<file path="src/rtl/pflc_pkg.sv">
/*
 * constants, register map and carrier types of the phase detector, lock indicator
 * and charge-pump control block.
 * assumes a 200 MHz core clock and a plain strobe-based register port.
 */
package pflc_pkg;

	// ----------------------------------------------------------------
	// register port and map
	// ----------------------------------------------------------------
	localparam int ADDR_W = 4;
	localparam int DATA_W = 16;
	localparam logic [3:0] REG_CFG = 4'h0;
	localparam logic [3:0] REG_CTL = 4'h4;
	localparam logic [3:0] REG_MASK = 4'h8;
	localparam logic [3:0] REG_STAT = 4'hc;

	// ----------------------------------------------------------------
	// field layouts, low bits first from the bottom of each struct
	// ----------------------------------------------------------------
	typedef struct packed {
		logic [2:0] pump_current_select;
		logic [2:0] lock_window_select;
		logic [1:0] lock_count_select;
	} pflc_cfg_t;

	typedef struct packed {
		logic integer_mode_select;
		logic linearizer_enable;
		logic pulse_widen;
		logic force_sink_current;
		logic force_source_current;
		logic mid_rail_bias_enable;
		logic low_clamp_enable;
		logic high_clamp_enable;
		logic pump_polarity_invert;
		logic detector_reset_ctl;
	} pflc_ctl_t;

	typedef struct packed {
		logic low_clamp_flag;
		logic high_clamp_flag;
		logic lock;
		logic unlock;
	} pflc_stat_t;

	localparam int CFG_W = $bits(pflc_cfg_t);
	localparam int CTL_W = $bits(pflc_ctl_t);
	localparam int STAT_W = $bits(pflc_stat_t);

	// ----------------------------------------------------------------
	// reset values
	// ----------------------------------------------------------------
	localparam pflc_cfg_t CFG_RST = 8'h00;
	localparam pflc_ctl_t CTL_RST = 10'h000;
	localparam logic [3:0] MASK_RST = 4'h0;

	// ----------------------------------------------------------------
	// timing
	// ----------------------------------------------------------------
	localparam int CLK_PERIOD_PS = 5000;
	localparam int WIN_CNT_W = 5;
	localparam int RUN_W = 12;
	// reset path overlap of the detector, normal and widened
	localparam logic [1:0] PFD_RST_DLY = 2'h0;
	localparam logic [1:0] PFD_WIDE_DLY = 2'h2;
	localparam logic [RUN_W-1:0] RUN_CODE1 = 12'h020;
	localparam logic [RUN_W-1:0] RUN_CODE2 = 12'h100;
	localparam logic [RUN_W-1:0] RUN_CODE3 = 12'h800;

	// lock window time in ps per code
	localparam int WIN_PS [8] = '{5000, 7350, 10700, 15800, 23000, 34500, 50500, 76000};

	// longest time: round down, never below one cycle
	function automatic logic [WIN_CNT_W-1:0] win_cycles(input logic [2:0] sel);
		int c;
		c = WIN_PS[sel] / CLK_PERIOD_PS;
		if (c < 1)
		begin
			c = 1;
		end
		return WIN_CNT_W'(c);
	endfunction

endpackage

</file>
<file path="src/rtl/pflc_sync2.sv">
/*
 * two-flop synchroniser for a group of asynchronous levels.
 * assumes each bit is a slow level or a pulse wider than two clocks.
 */
`timescale 1ns/1ps
module pflc_sync2 #(
	parameter int WIDTH = 1
) (
	// clock and reset
	input wire logic core_clk,
	input wire logic reset_n,
	// levels
	input wire logic [WIDTH-1:0] async_in,
	output logic [WIDTH-1:0] sync_out
);

	logic [WIDTH-1:0] meta_q;

	always_ff @(posedge core_clk)
	begin
		if (!reset_n)
		begin
			meta_q <= '0;
			sync_out <= '0;
		end
		else
		begin
			meta_q <= async_in;
			sync_out <= meta_q;
		end
	end

endmodule

</file>
<file path="src/rtl/pflc_pump_ctl.sv">
/*
 * phase detector control, lock indicator, clamp flags and charge-pump switch
 * control with a strobe-based register port.
 * assumes divider outputs and clamp comparators arrive asynchronously on pins.
 */
// Decided for this implementation: the address map and the plain strobed port.
`timescale 1ns/1ps
module pflc_pump_ctl (
	// clock and reset
	input wire logic core_clk,
	input wire logic reset_n,
	// register port
	input wire logic [pflc_pkg::ADDR_W-1:0] reg_addr,
	input wire logic [pflc_pkg::DATA_W-1:0] reg_wdata,
	input wire logic reg_wr,
	input wire logic reg_rd,
	output logic [pflc_pkg::DATA_W-1:0] reg_rdata,
	// divider outputs and clamp comparators
	input wire logic ref_div_pulse,
	input wire logic fb_div_pulse,
	input wire logic cp_above_high,
	input wire logic cp_below_low,
	// charge pump control
	output logic pump_up,
	output logic pump_down,
	output logic [2:0] pump_current_code,
	output logic mid_rail_bias_on,
	output logic linearizer_on,
	output logic modulator_standby,
	output logic status_out
);

	// ----------------------------------------------------------------
	// registers and decode
	// ----------------------------------------------------------------
	pflc_pkg::pflc_cfg_t cfg_q;
	pflc_pkg::pflc_ctl_t ctl_q;
	logic [pflc_pkg::STAT_W-1:0] mask_q;
	pflc_pkg::pflc_stat_t stat_w;
	logic [pflc_pkg::DATA_W-1:0] rd_sel;

	wire cfg_wr = reg_wr && reg_addr == pflc_pkg::REG_CFG;
	wire ctl_wr = reg_wr && reg_addr == pflc_pkg::REG_CTL;
	wire mask_wr = reg_wr && reg_addr == pflc_pkg::REG_MASK;

	// unmapped addresses read as zero
	assign rd_sel = (reg_addr == pflc_pkg::REG_CFG) ? pflc_pkg::DATA_W'(cfg_q) :
		(reg_addr == pflc_pkg::REG_CTL) ? pflc_pkg::DATA_W'(ctl_q) :
		(reg_addr == pflc_pkg::REG_MASK) ? pflc_pkg::DATA_W'(mask_q) :
		(reg_addr == pflc_pkg::REG_STAT) ? pflc_pkg::DATA_W'(stat_w) : '0;

	always_ff @(posedge core_clk)
	begin
		if (!reset_n)
		begin
			cfg_q <= pflc_pkg::CFG_RST;
			ctl_q <= pflc_pkg::CTL_RST;
			mask_q <= pflc_pkg::MASK_RST;
			reg_rdata <= '0;
		end
		else
		begin
			if (cfg_wr)
				cfg_q <= reg_wdata[pflc_pkg::CFG_W-1:0];
			if (ctl_wr)
				ctl_q <= reg_wdata[pflc_pkg::CTL_W-1:0];
			if (mask_wr)
				mask_q <= reg_wdata[pflc_pkg::STAT_W-1:0];
			reg_rdata <= reg_rd ? rd_sel : '0;
		end
	end

	// ----------------------------------------------------------------
	// input synchronisers and edge detect
	// ----------------------------------------------------------------
	logic [3:0] pins_s;
	logic ref_prev_q, fb_prev_q;

	pflc_sync2 #(.WIDTH(4)) u_sync (
		.core_clk(core_clk),
		.reset_n(reset_n),
		.async_in({cp_below_low, cp_above_high, fb_div_pulse, ref_div_pulse}),
		.sync_out(pins_s)
	);

	wire ref_rise = pins_s[0] && !ref_prev_q;
	wire fb_rise = pins_s[1] && !fb_prev_q;

	// ----------------------------------------------------------------
	// phase detector
	// ----------------------------------------------------------------
	logic up_q, dn_q, up_d, dn_d;
	logic [1:0] rst_cnt_q;
	logic [pflc_pkg::WIN_CNT_W-1:0] err_cnt_q;
	logic excess_q;

	wire both = up_q && dn_q;
	wire lead = up_q ^ dn_q;
	wire [1:0] rst_dly = ctl_q.pulse_widen ? pflc_pkg::PFD_WIDE_DLY
		: pflc_pkg::PFD_RST_DLY;
	wire pfd_clear = both && rst_cnt_q == rst_dly;
	wire [pflc_pkg::WIN_CNT_W-1:0] win_cyc =
		pflc_pkg::win_cycles(cfg_q.lock_window_select);
	// an edge landing in the clearing cycle starts the next comparison
	assign up_d = ctl_q.detector_reset_ctl ? 1'b0 : (pfd_clear ? ref_rise : up_q | ref_rise);
	assign dn_d = ctl_q.detector_reset_ctl ? 1'b0 : (pfd_clear ? fb_rise : dn_q | fb_rise);

	// error beyond the window is flagged the moment it is exceeded, not at cycle end
	wire exceed_evt = lead && err_cnt_q == win_cyc && !excess_q;
	wire in_evt = pfd_clear && !excess_q;
	wire [pflc_pkg::WIN_CNT_W-1:0] err_inc = (err_cnt_q == '1) ? err_cnt_q
		: err_cnt_q + pflc_pkg::WIN_CNT_W'(1);

	always_ff @(posedge core_clk)
	begin
		if (!reset_n)
		begin
			ref_prev_q <= 1'b0;
			fb_prev_q <= 1'b0;
			up_q <= 1'b0;
			dn_q <= 1'b0;
			rst_cnt_q <= '0;
			err_cnt_q <= '0;
			excess_q <= 1'b0;
		end
		else
		begin
			ref_prev_q <= pins_s[0];
			fb_prev_q <= pins_s[1];
			up_q <= up_d;
			dn_q <= dn_d;
			rst_cnt_q <= (both && !pfd_clear) ? rst_cnt_q + 2'h1 : 2'h0;
			err_cnt_q <= lead ? err_inc : '0;
			excess_q <= (pfd_clear || !(up_q || dn_q)) ? 1'b0 : (excess_q || exceed_evt);
		end
	end

	// ----------------------------------------------------------------
	// lock indicator
	// ----------------------------------------------------------------
	logic [pflc_pkg::RUN_W-1:0] run_q, target_w;
	logic lock_q, unlock_q;

	assign target_w = (cfg_q.lock_count_select == 2'h1) ? pflc_pkg::RUN_CODE1 :
		(cfg_q.lock_count_select == 2'h2) ? pflc_pkg::RUN_CODE2 :
		pflc_pkg::RUN_CODE3;
	wire lk_en = cfg_q.lock_count_select != 2'h0;
	wire [pflc_pkg::RUN_W-1:0] run_inc = (run_q == target_w) ? run_q
		: run_q + pflc_pkg::RUN_W'(1);

	// a new setting restarts the run so the lock figure always matches the code
	always_ff @(posedge core_clk)
	begin
		if (!reset_n || !lk_en)
		begin
			run_q <= '0;
			lock_q <= 1'b0;
			unlock_q <= 1'b0;
		end
		else if (cfg_wr)
		begin
			run_q <= '0;
			lock_q <= 1'b0;
			// an out-of-window cycle beside the write still raises unlock
			unlock_q <= unlock_q || exceed_evt;
		end
		else if (exceed_evt)
		begin
			run_q <= '0;
			lock_q <= 1'b0;
			unlock_q <= 1'b1;
		end
		else if (in_evt)
		begin
			run_q <= run_inc;
			unlock_q <= 1'b0;
			lock_q <= lock_q || run_inc == target_w;
		end
	end

	// ----------------------------------------------------------------
	// clamps, pump switches, status
	// ----------------------------------------------------------------
	logic hi_flag_q, lo_flag_q;
	wire hi_flag_w = ctl_q.high_clamp_enable && pins_s[2];
	wire lo_flag_w = ctl_q.low_clamp_enable && pins_s[3];
	wire src_raw = ctl_q.force_source_current
		|| (ctl_q.pump_polarity_invert ? dn_q : up_q);
	wire snk_raw = ctl_q.force_sink_current
		|| (ctl_q.pump_polarity_invert ? up_q : dn_q);
	assign stat_w = '{low_clamp_flag: lo_flag_q, high_clamp_flag: hi_flag_q,
		lock: lock_q, unlock: unlock_q};
	wire status_or = |(stat_w & mask_q);

	always_ff @(posedge core_clk)
	begin
		if (!reset_n)
		begin
			hi_flag_q <= 1'b0;
			lo_flag_q <= 1'b0;
			pump_up <= 1'b0;
			pump_down <= 1'b0;
			pump_current_code <= 3'h0;
			mid_rail_bias_on <= 1'b0;
			linearizer_on <= 1'b0;
			modulator_standby <= 1'b0;
			status_out <= 1'b0;
		end
		else
		begin
			hi_flag_q <= hi_flag_w;
			lo_flag_q <= lo_flag_w;
			pump_up <= src_raw && !hi_flag_w;
			pump_down <= snk_raw && !lo_flag_w;
			pump_current_code <= cfg_q.pump_current_select;
			mid_rail_bias_on <= ctl_q.mid_rail_bias_enable;
			linearizer_on <= ctl_q.linearizer_enable && !ctl_q.integer_mode_select;
			modulator_standby <= ctl_q.integer_mode_select;
			status_out <= status_or;
		end
	end
endmodule

</file>
<file path="config.mk">
export PLATFORM = sky130hd
export DESIGN_NAME = pflc_pump_ctl
export DESIGN_NICKNAME = d
export VERILOG_FILES = /design/src/rtl/pflc_pkg.sv /design/src/rtl/pflc_sync2.sv /design/src/rtl/pflc_pump_ctl.sv
export SDC_FILE = /design/constraint.sdc
export NUM_CORES = 1
export LEC_CHECK = 0
export BUFFER_PORTS_ARGS = -buffer_cell sky130_fd_sc_hd__buf_2
export CAP_MARGIN = 30
export CORE_ASPECT_RATIO = 0.7
export CORE_MARGIN = 1
export CORE_UTILIZATION = 51
export CTS_BUF_LIST = sky130_fd_sc_hd__clkbuf_8 sky130_fd_sc_hd__clkbuf_16
export DETAILED_ROUTE_END_ITERATION = 8
export GPL_ROUTABILITY_DRIVEN = 0
export PLACE_DENSITY = 0.74
export SETUP_SLACK_MARGIN = 0.15
export SLEW_MARGIN = 10
export SYNTH_ARGS = -nofsm -noshare
export SYNTH_HDL_FRONTEND = slang
export SYNTH_SLANG_ARGS = --single-unit
</file>
<file path="constraint.sdc">
create_clock -name core_clk -period 3.84 [get_ports core_clk]
set_clock_uncertainty 0.05 [all_clocks]
set_input_delay 0.384 -clock core_clk [delete_from_list [all_inputs] [get_ports core_clk]]
set_output_delay 0.384 -clock core_clk [all_outputs]
set_load 0.02 [all_outputs]
</file>
**Yosys cells after proc, flatten, opt, wreduce, memory -nomap -nowiden**

Memories as Yosys holds them, arrays and structs flattened.
Cells that the tools add are included.

- Add/subtract/negate cells: 3
- Multiply operators: 0
- Divide/modulo/power cells: 1
- $lt $le $gt $ge: 2
- Equal/unequal tests: 10
- Shift-type cells: 0
- Mux-type cells: 18
- Bitwise operators: 7
- Reductions and logical operators: 46

Operators with widths:

| kind | number |
|---|---|
| two-way mux 32 bit | 2 |
| two-way mux 12 bit | 3 |
| divider 32 x 14 -> 32 bit (second input constant) | 1 |
| < comparator 32 x 2 -> 1 bit (second input constant) | 1 |
| equality test 12 bit | 2 |
| logical AND 1 bit | 16 |
| adder 12 x 1 -> 12 bit (second input constant) | 1 |
| logical NOT 1 bit | 10 |
| two-way mux 10 bit | 1 |
| equality test 4 bit (second input constant) | 2 |
| logical OR 1 bit | 8 |
| two-way mux 4 bit | 2 |
| two-way mux 8 bit | 1 |
| two-way mux 1 bit | 7 |
| AND reduction 2 bit | 3 |
| OR reduction 3 bit | 2 |
| adder 5 x 1 -> 5 bit (second input constant) | 1 |
| equality test 5 bit | 1 |
| equality test 5 bit (second input constant) | 1 |
| two-way mux 5 bit | 1 |
| OR reduction 5 bit | 1 |
| AND 4 bit | 1 |
| equality test 4 x 3 -> 1 bit (second input constant) | 1 |
| >= comparator 4 bit (second input constant) | 1 |
| other kinds (14) | 17 |

- Flip-flop bits (word level): 83
- Latch bits: 0
- Bits in writable memories: 0
- ROM bits: 256
- Input port bits: 28
- Word-level logic and storage cells: 126
- Memories: 1

Memory list:

| name | words | bits a word | rd ports | clocked after memory_dff | wr ports | line | source |
|---|---|---|---|---|---|---|---|
| (no name shown) | 8 | 32 | 1 | 0 | 0 | pflc_pkg.sv:77 | `c = WIN_PS[sel] / CLK_PERIOD_PS;` |

**Longest topological paths before layout**

- Depth after elaboration: 12
- Mapped depth: 18
- Mapped depth without buffers: 13

**Cells and area by module**

A second synthesis with hierarchy kept.

- Cells, all modules: 473
- Area, all modules: 4,311.6 µm²

Modules (own cells, without submodules):

| module | times used | cells an instance | area an instance (µm²) | seq. area each (µm²) |
|---|---|---|---|---|
| pflc_pump_ctl | 1 | 457 | 4,101.4 | 1,381.3 |
| pflc_sync2 | 1 | 16 | 210.2 | 160.2 |

**Worst setup path before layout**

Ideal clock, no wire load.

- Path type: reg2reg
- Start point: register cfg_q[2] (netlist name)
- End point: register lock_q
- Setup time: 0.138 ns
- Arrival: 3.596 ns
- Required time: 3.652 ns
- Slack: 0.056 ns
- Cell stages (with the launch flop): 17
- Period minus slack after synthesis: 3.784 ns
- Cell sequence: dfxtp_1 buf_2 inv_1 ha_1 clkbuf_1 nor3_1 nand3_1 a211oi_2 o21ai_1 and3_1 or4_4 a311o_1 a31oi_1 and3_1 buf_6 buf_12 nor3_2

- Word-level cells in the longest chain between the ends: 11

Ends and longest elaborated chain:

| item | line | source |
|---|---|---|
| start, declared | pflc_pump_ctl.sv:36 | `pflc_pkg::pflc_cfg_t cfg_q;` |
| start signal, assigned | pflc_pump_ctl.sv:56 | `cfg_q <= pflc_pkg::CFG_RST;` |
| start signal, assigned | pflc_pump_ctl.sv:64 | `cfg_q <= reg_wdata[pflc_pkg::CFG_W-1:0];` |
| NOT 3 -> 4 bit (not written as such) * | pflc_pkg.sv:77 |  |
| memory (8 x 32 bit) * | n/a |  |
| two-way mux 32 bit (not written as such) * (2 in series) | pflc_pkg.sv:77 |  |
| divider 32 x 14 -> 32 bit * | pflc_pkg.sv:77 |  |
| < comparator 32 x 2 -> 1 bit | pflc_pkg.sv:78 | `if (c < 1)` |
| two-way mux 5 bit * | pflc_pkg.sv:78 |  |
| equality test 5 bit * | pflc_pump_ctl.sv:109 | `wire exceed_evt = lead && err_cnt_q == win_cyc && !excess_q;` |
| logical AND 1 bit * (2 in series) | pflc_pump_ctl.sv:109 |  |
| OR reduction 3 bit (no source line) * | n/a |  |
| end signal, assigned | pflc_pump_ctl.sv:177 | `lock_q <= lock_q \|\| run_inc == target_w;` |
| end, declared | pflc_pump_ctl.sv:142 | `logic lock_q, unlock_q;` |

Every way passes the cells marked *; elsewhere a longest branch is shown, timed or not. The select of a mux whose other input is x is not followed.
A chain may end at the register's enable or synchronous reset.

**Final worst setup path**

- Start point: register cfg_q[2] (netlist name)
- End point: register unlock_q

- Word-level cells in the longest chain between the ends: 12
- Elaborated cells between the ends (all ways): 14
- Classes of those cells: 1 x div; 1 x order compare; 1 x eq/ne; 5 x mux; 1 x bitwise; 4 x reduce/logical; 1 x memory

Ends and longest elaborated chain:

| item | line | source |
|---|---|---|
| NOT 3 -> 4 bit (not written as such) * | pflc_pkg.sv:77 |  |
| memory (8 x 32 bit) * | n/a |  |
| two-way mux 32 bit (not written as such) * (2 in series) | pflc_pkg.sv:77 |  |
| divider 32 x 14 -> 32 bit * | pflc_pkg.sv:77 |  |
| < comparator 32 x 2 -> 1 bit | pflc_pkg.sv:78 |  |
| two-way mux 5 bit * | pflc_pkg.sv:78 |  |
| equality test 5 bit * | pflc_pump_ctl.sv:109 |  |
| logical AND 1 bit * (2 in series) | pflc_pump_ctl.sv:109 |  |
| two-way mux 1 bit / logical OR 1 bit (equally long branches) | pflc_pump_ctl.sv:167, pflc_pump_ctl.sv:165 |  |
| two-way mux 1 bit | pflc_pump_ctl.sv:160 | `else if (cfg_wr)` |
| end signal, assigned | pflc_pump_ctl.sv:165 | `unlock_q <= unlock_q \|\| exceed_evt;` |
| end, declared | pflc_pump_ctl.sv:142 |  |

Marked as above.

==> flow_summary.ini <==
[synthesis]
postSynthCellCount = 488
synthArstFlopShare_pct = 0
ys_ff_latch = 77
yosys_warnings = 0
netlist-cell-type-count = 63
ys_seq_area_share_pct = 35.62
synth-edff-count = 0
synthFlopType = dfxtp_1
syn_area_per_cell_sq_um = 8.869
netlist_area_sq_mm = 0.004328

[floorplan]
die_y_microns = 79.08
io_pins = 53
fp.dieArea_sq_mm = 0.008865
die_width_microns = 112.1
num_rows = 27
coreArea_sq_mm = 0.008040
initial_core_util_pct = 53.83

[critical_path]
worst_setup_path_end_kind = flip-flop
crit_arrival_ps = 3950
worstPathRequired_ps = 4070
worst-path-max-fanout = 7
worstSetupPathType = reg2reg
startpoint_type = flip-flop
r2r-start = cfg_q[2]
crit_path_start = cfg_q[2]

[global_routing]
grt_pass1_wl_mm = 18.04
grtUsageTotal_pct = 26.37
grt_max_degree = 51
antenna_found_initial = 0
overflow = 0
grt_pass1_vias = 3626

[clock_tree]
clkTransAtPathRegs_ps = 60
htreeDepth = 3
clockBufferDepth = 2
cts_tree = done
clock_sinks = 77
worstSkewPairLatency_ps = 340
cts_buffers = 9
root_buffer = clkbuf_16
holdBufCountCts = 0

[timing]
tns_ps = 0
rsz0062_at_grt = true
layout_min_cycle_time_ps = 3725
fmax_mhz = 268.5
period_share_pct = 96.99
setup_violations = 0
tightest_slew_ps = 795.5
final_hold_viol_count = 0
slew_headroom_pct = 46.80
maxSlewViolCount = 0

[final_layout]
stdcell_area_sq_mm = 0.005339
layout_common_cells = dfxtp_1 (75), buf_2 (40), nor2b_1 (34), buf_4 (34)
stdcell_count = 653
antenna_cells = 0
final_util_pct = 66.40
area_growth_pct = 23.36
final_common_cell = dfxtp_1
drive_gt1_share_pct = 26.45
fin_nets = 592

[pwr]
p_per_area_mw_per_mm2 = 358.2
ir_drop_mv = 0.2552
leakage_nw = 2.191

[placement]
place_area_sq_mm = 0.004636
place.port_buffers = 40
dp_hpwl_mm = 7.405
dpl.cell_count = 618

[drt]
wirelength_mm = 11.28
avgViaCountPerCell = 5.949
first_pass_iters = 8
antenna_left = 0
num_vias = 3885
drc = 2
drt-initial-drc-count = 352
wl_per_cell_microns = 17.28

[run_status]
violations = design-rule violations
status = finished, violations left

[run]
cap_violations = 0

[min_path]
hp-start = fb_div_pulse
hp-class = in2reg
## critical path: stages, from the launching register on
cell	delay [ps]
dfxtp_4	360
clkinvlp_4	170
ha_4	230
buf_12	130
nor3_4	220
buf_6	130
a21o_1	120
a211oi_2	60
buf_4	150
a211oi_2	290
nor2_1	90
or4_4	570
a311o_1	320
a31oi_4	200
and3_4	260
buf_12	130
o211a_1	160
## routing by layer
layer	wire, microns	GRT usage, %
met1	5001	33.57
met2	4876	41.55
met3	1059	8.321
met4	346	10.93
met5	0	0
## final cells by class
class,count,area [sq um]
multi-input cells,367,2724
fillers,615,2701
flip-flops and latches,77,1546
repair buffers,78,534.3
clock buffers,11,252.7
well taps,101,126.4
clock inverters,4,95.09
inverters,15,60.06
## per-stage QoR
step                      worst slack, ps  total power [W]  hold slack (ps)
after global placement              98.87        0.0009330            366.5
after detailed placement            10.66        0.0009366            371.3
after floorplan                     174.6        0.0009074            361.9
final                               115.4         0.001912            200.8
after global routing                11.63         0.001977            196.2
after CTS                           186.5         0.001923            193.5
## repair_timing
| item | 4_1_cts | 5_1_grt |
|---|---|---|
| gates resized for setup | 27 | 9 |
| pin swaps | 16 | 5 |
| setup endpoints to repair | 14 | 15 |
| setup buffers | 15 | 4 |
| gates cloned | 1 | 0 |
## cell usage after synthesis (3+ instances only)
cell type | instances | area share, %
nand2_1 | 28 | 2.4
nor2_1 | 32 | 2.8
ha_1 | 16 | 4.6
a21boi_0 | 3 | 0.52
clkbuf_1 | 18 | 1.6
and2_1 | 18 | 2.6
nor4b_1 | 3 | 0.61
o21ai_0 | 11 | 1.3
o211a_1 | 3 | 0.69
nand2b_1 | 5 | 0.72
nor2b_1 | 34 | 4.9
mux4_2 | 4 | 2.1
a21oi_1 | 24 | 2.8
nand4_1 | 3 | 0.43
or2_2 | 4 | 0.58
o21ai_1 | 3 | 0.35
nor3_1 | 23 | 2.7
xnor2_1 | 17 | 3.4
a31oi_1 | 9 | 1.3
nand3_1 | 13 | 1.5
xor2_1 | 12 | 2.4
nand3b_1 | 3 | 0.52
buf_6 | 3 | 0.78
a22oi_1 | 3 | 0.52
and3_1 | 11 | 1.6
o31ai_1 | 3 | 0.52
buf_2 | 3 | 0.35
nor3_2 | 11 | 2.5
buf_4 | 7 | 1.2
dfxtp_1 | 77 | 36
mux2i_1 | 32 | 7.4
inv_1 | 14 | 1.2
## path summary, 6_finish.rpt
kind                                      endpoint  slack (ps)  depth (start not counted)
worst max-delay path                      unlock_q         120                         16
worst min-delay path              u_sync.meta_q[1]         200                          2
worst max register to register            unlock_q         120                         16
worst min register to register  u_sync.sync_out[0]         380                          1
## power by group
part / internal [W] / switching [W]
combinational: 0.0000517 / 0.0000665
sequential: 0.000810 / 0.00000773
clock: 0.000665 / 0.000312
total: 0.00153 / 0.000386
## registers in the layout, indices dropped and copies added, names as in the netlist, 2 cells and up
name / count
rst_cnt_q: 2
reg_rdata: 10
run_q: 12
u_sync.sync_out: 4
pump_current_code: 3
u_sync.meta_q: 4
cfg_q: 8
mask_q: 4
err_cnt_q: 5
ctl_q: 10
## logic make-up after synthesis
kind of cell    share of synthesized area, %
buf+inv                                5.840
other cells                          0.08665
fa+ha+maj                              4.626
xor+xnor                               5.869
simple gates                           27.12
mux                                    9.483
compound gates                         11.36
flops                                  35.62
Note: power is estimated with default switching activity, not from simulation.
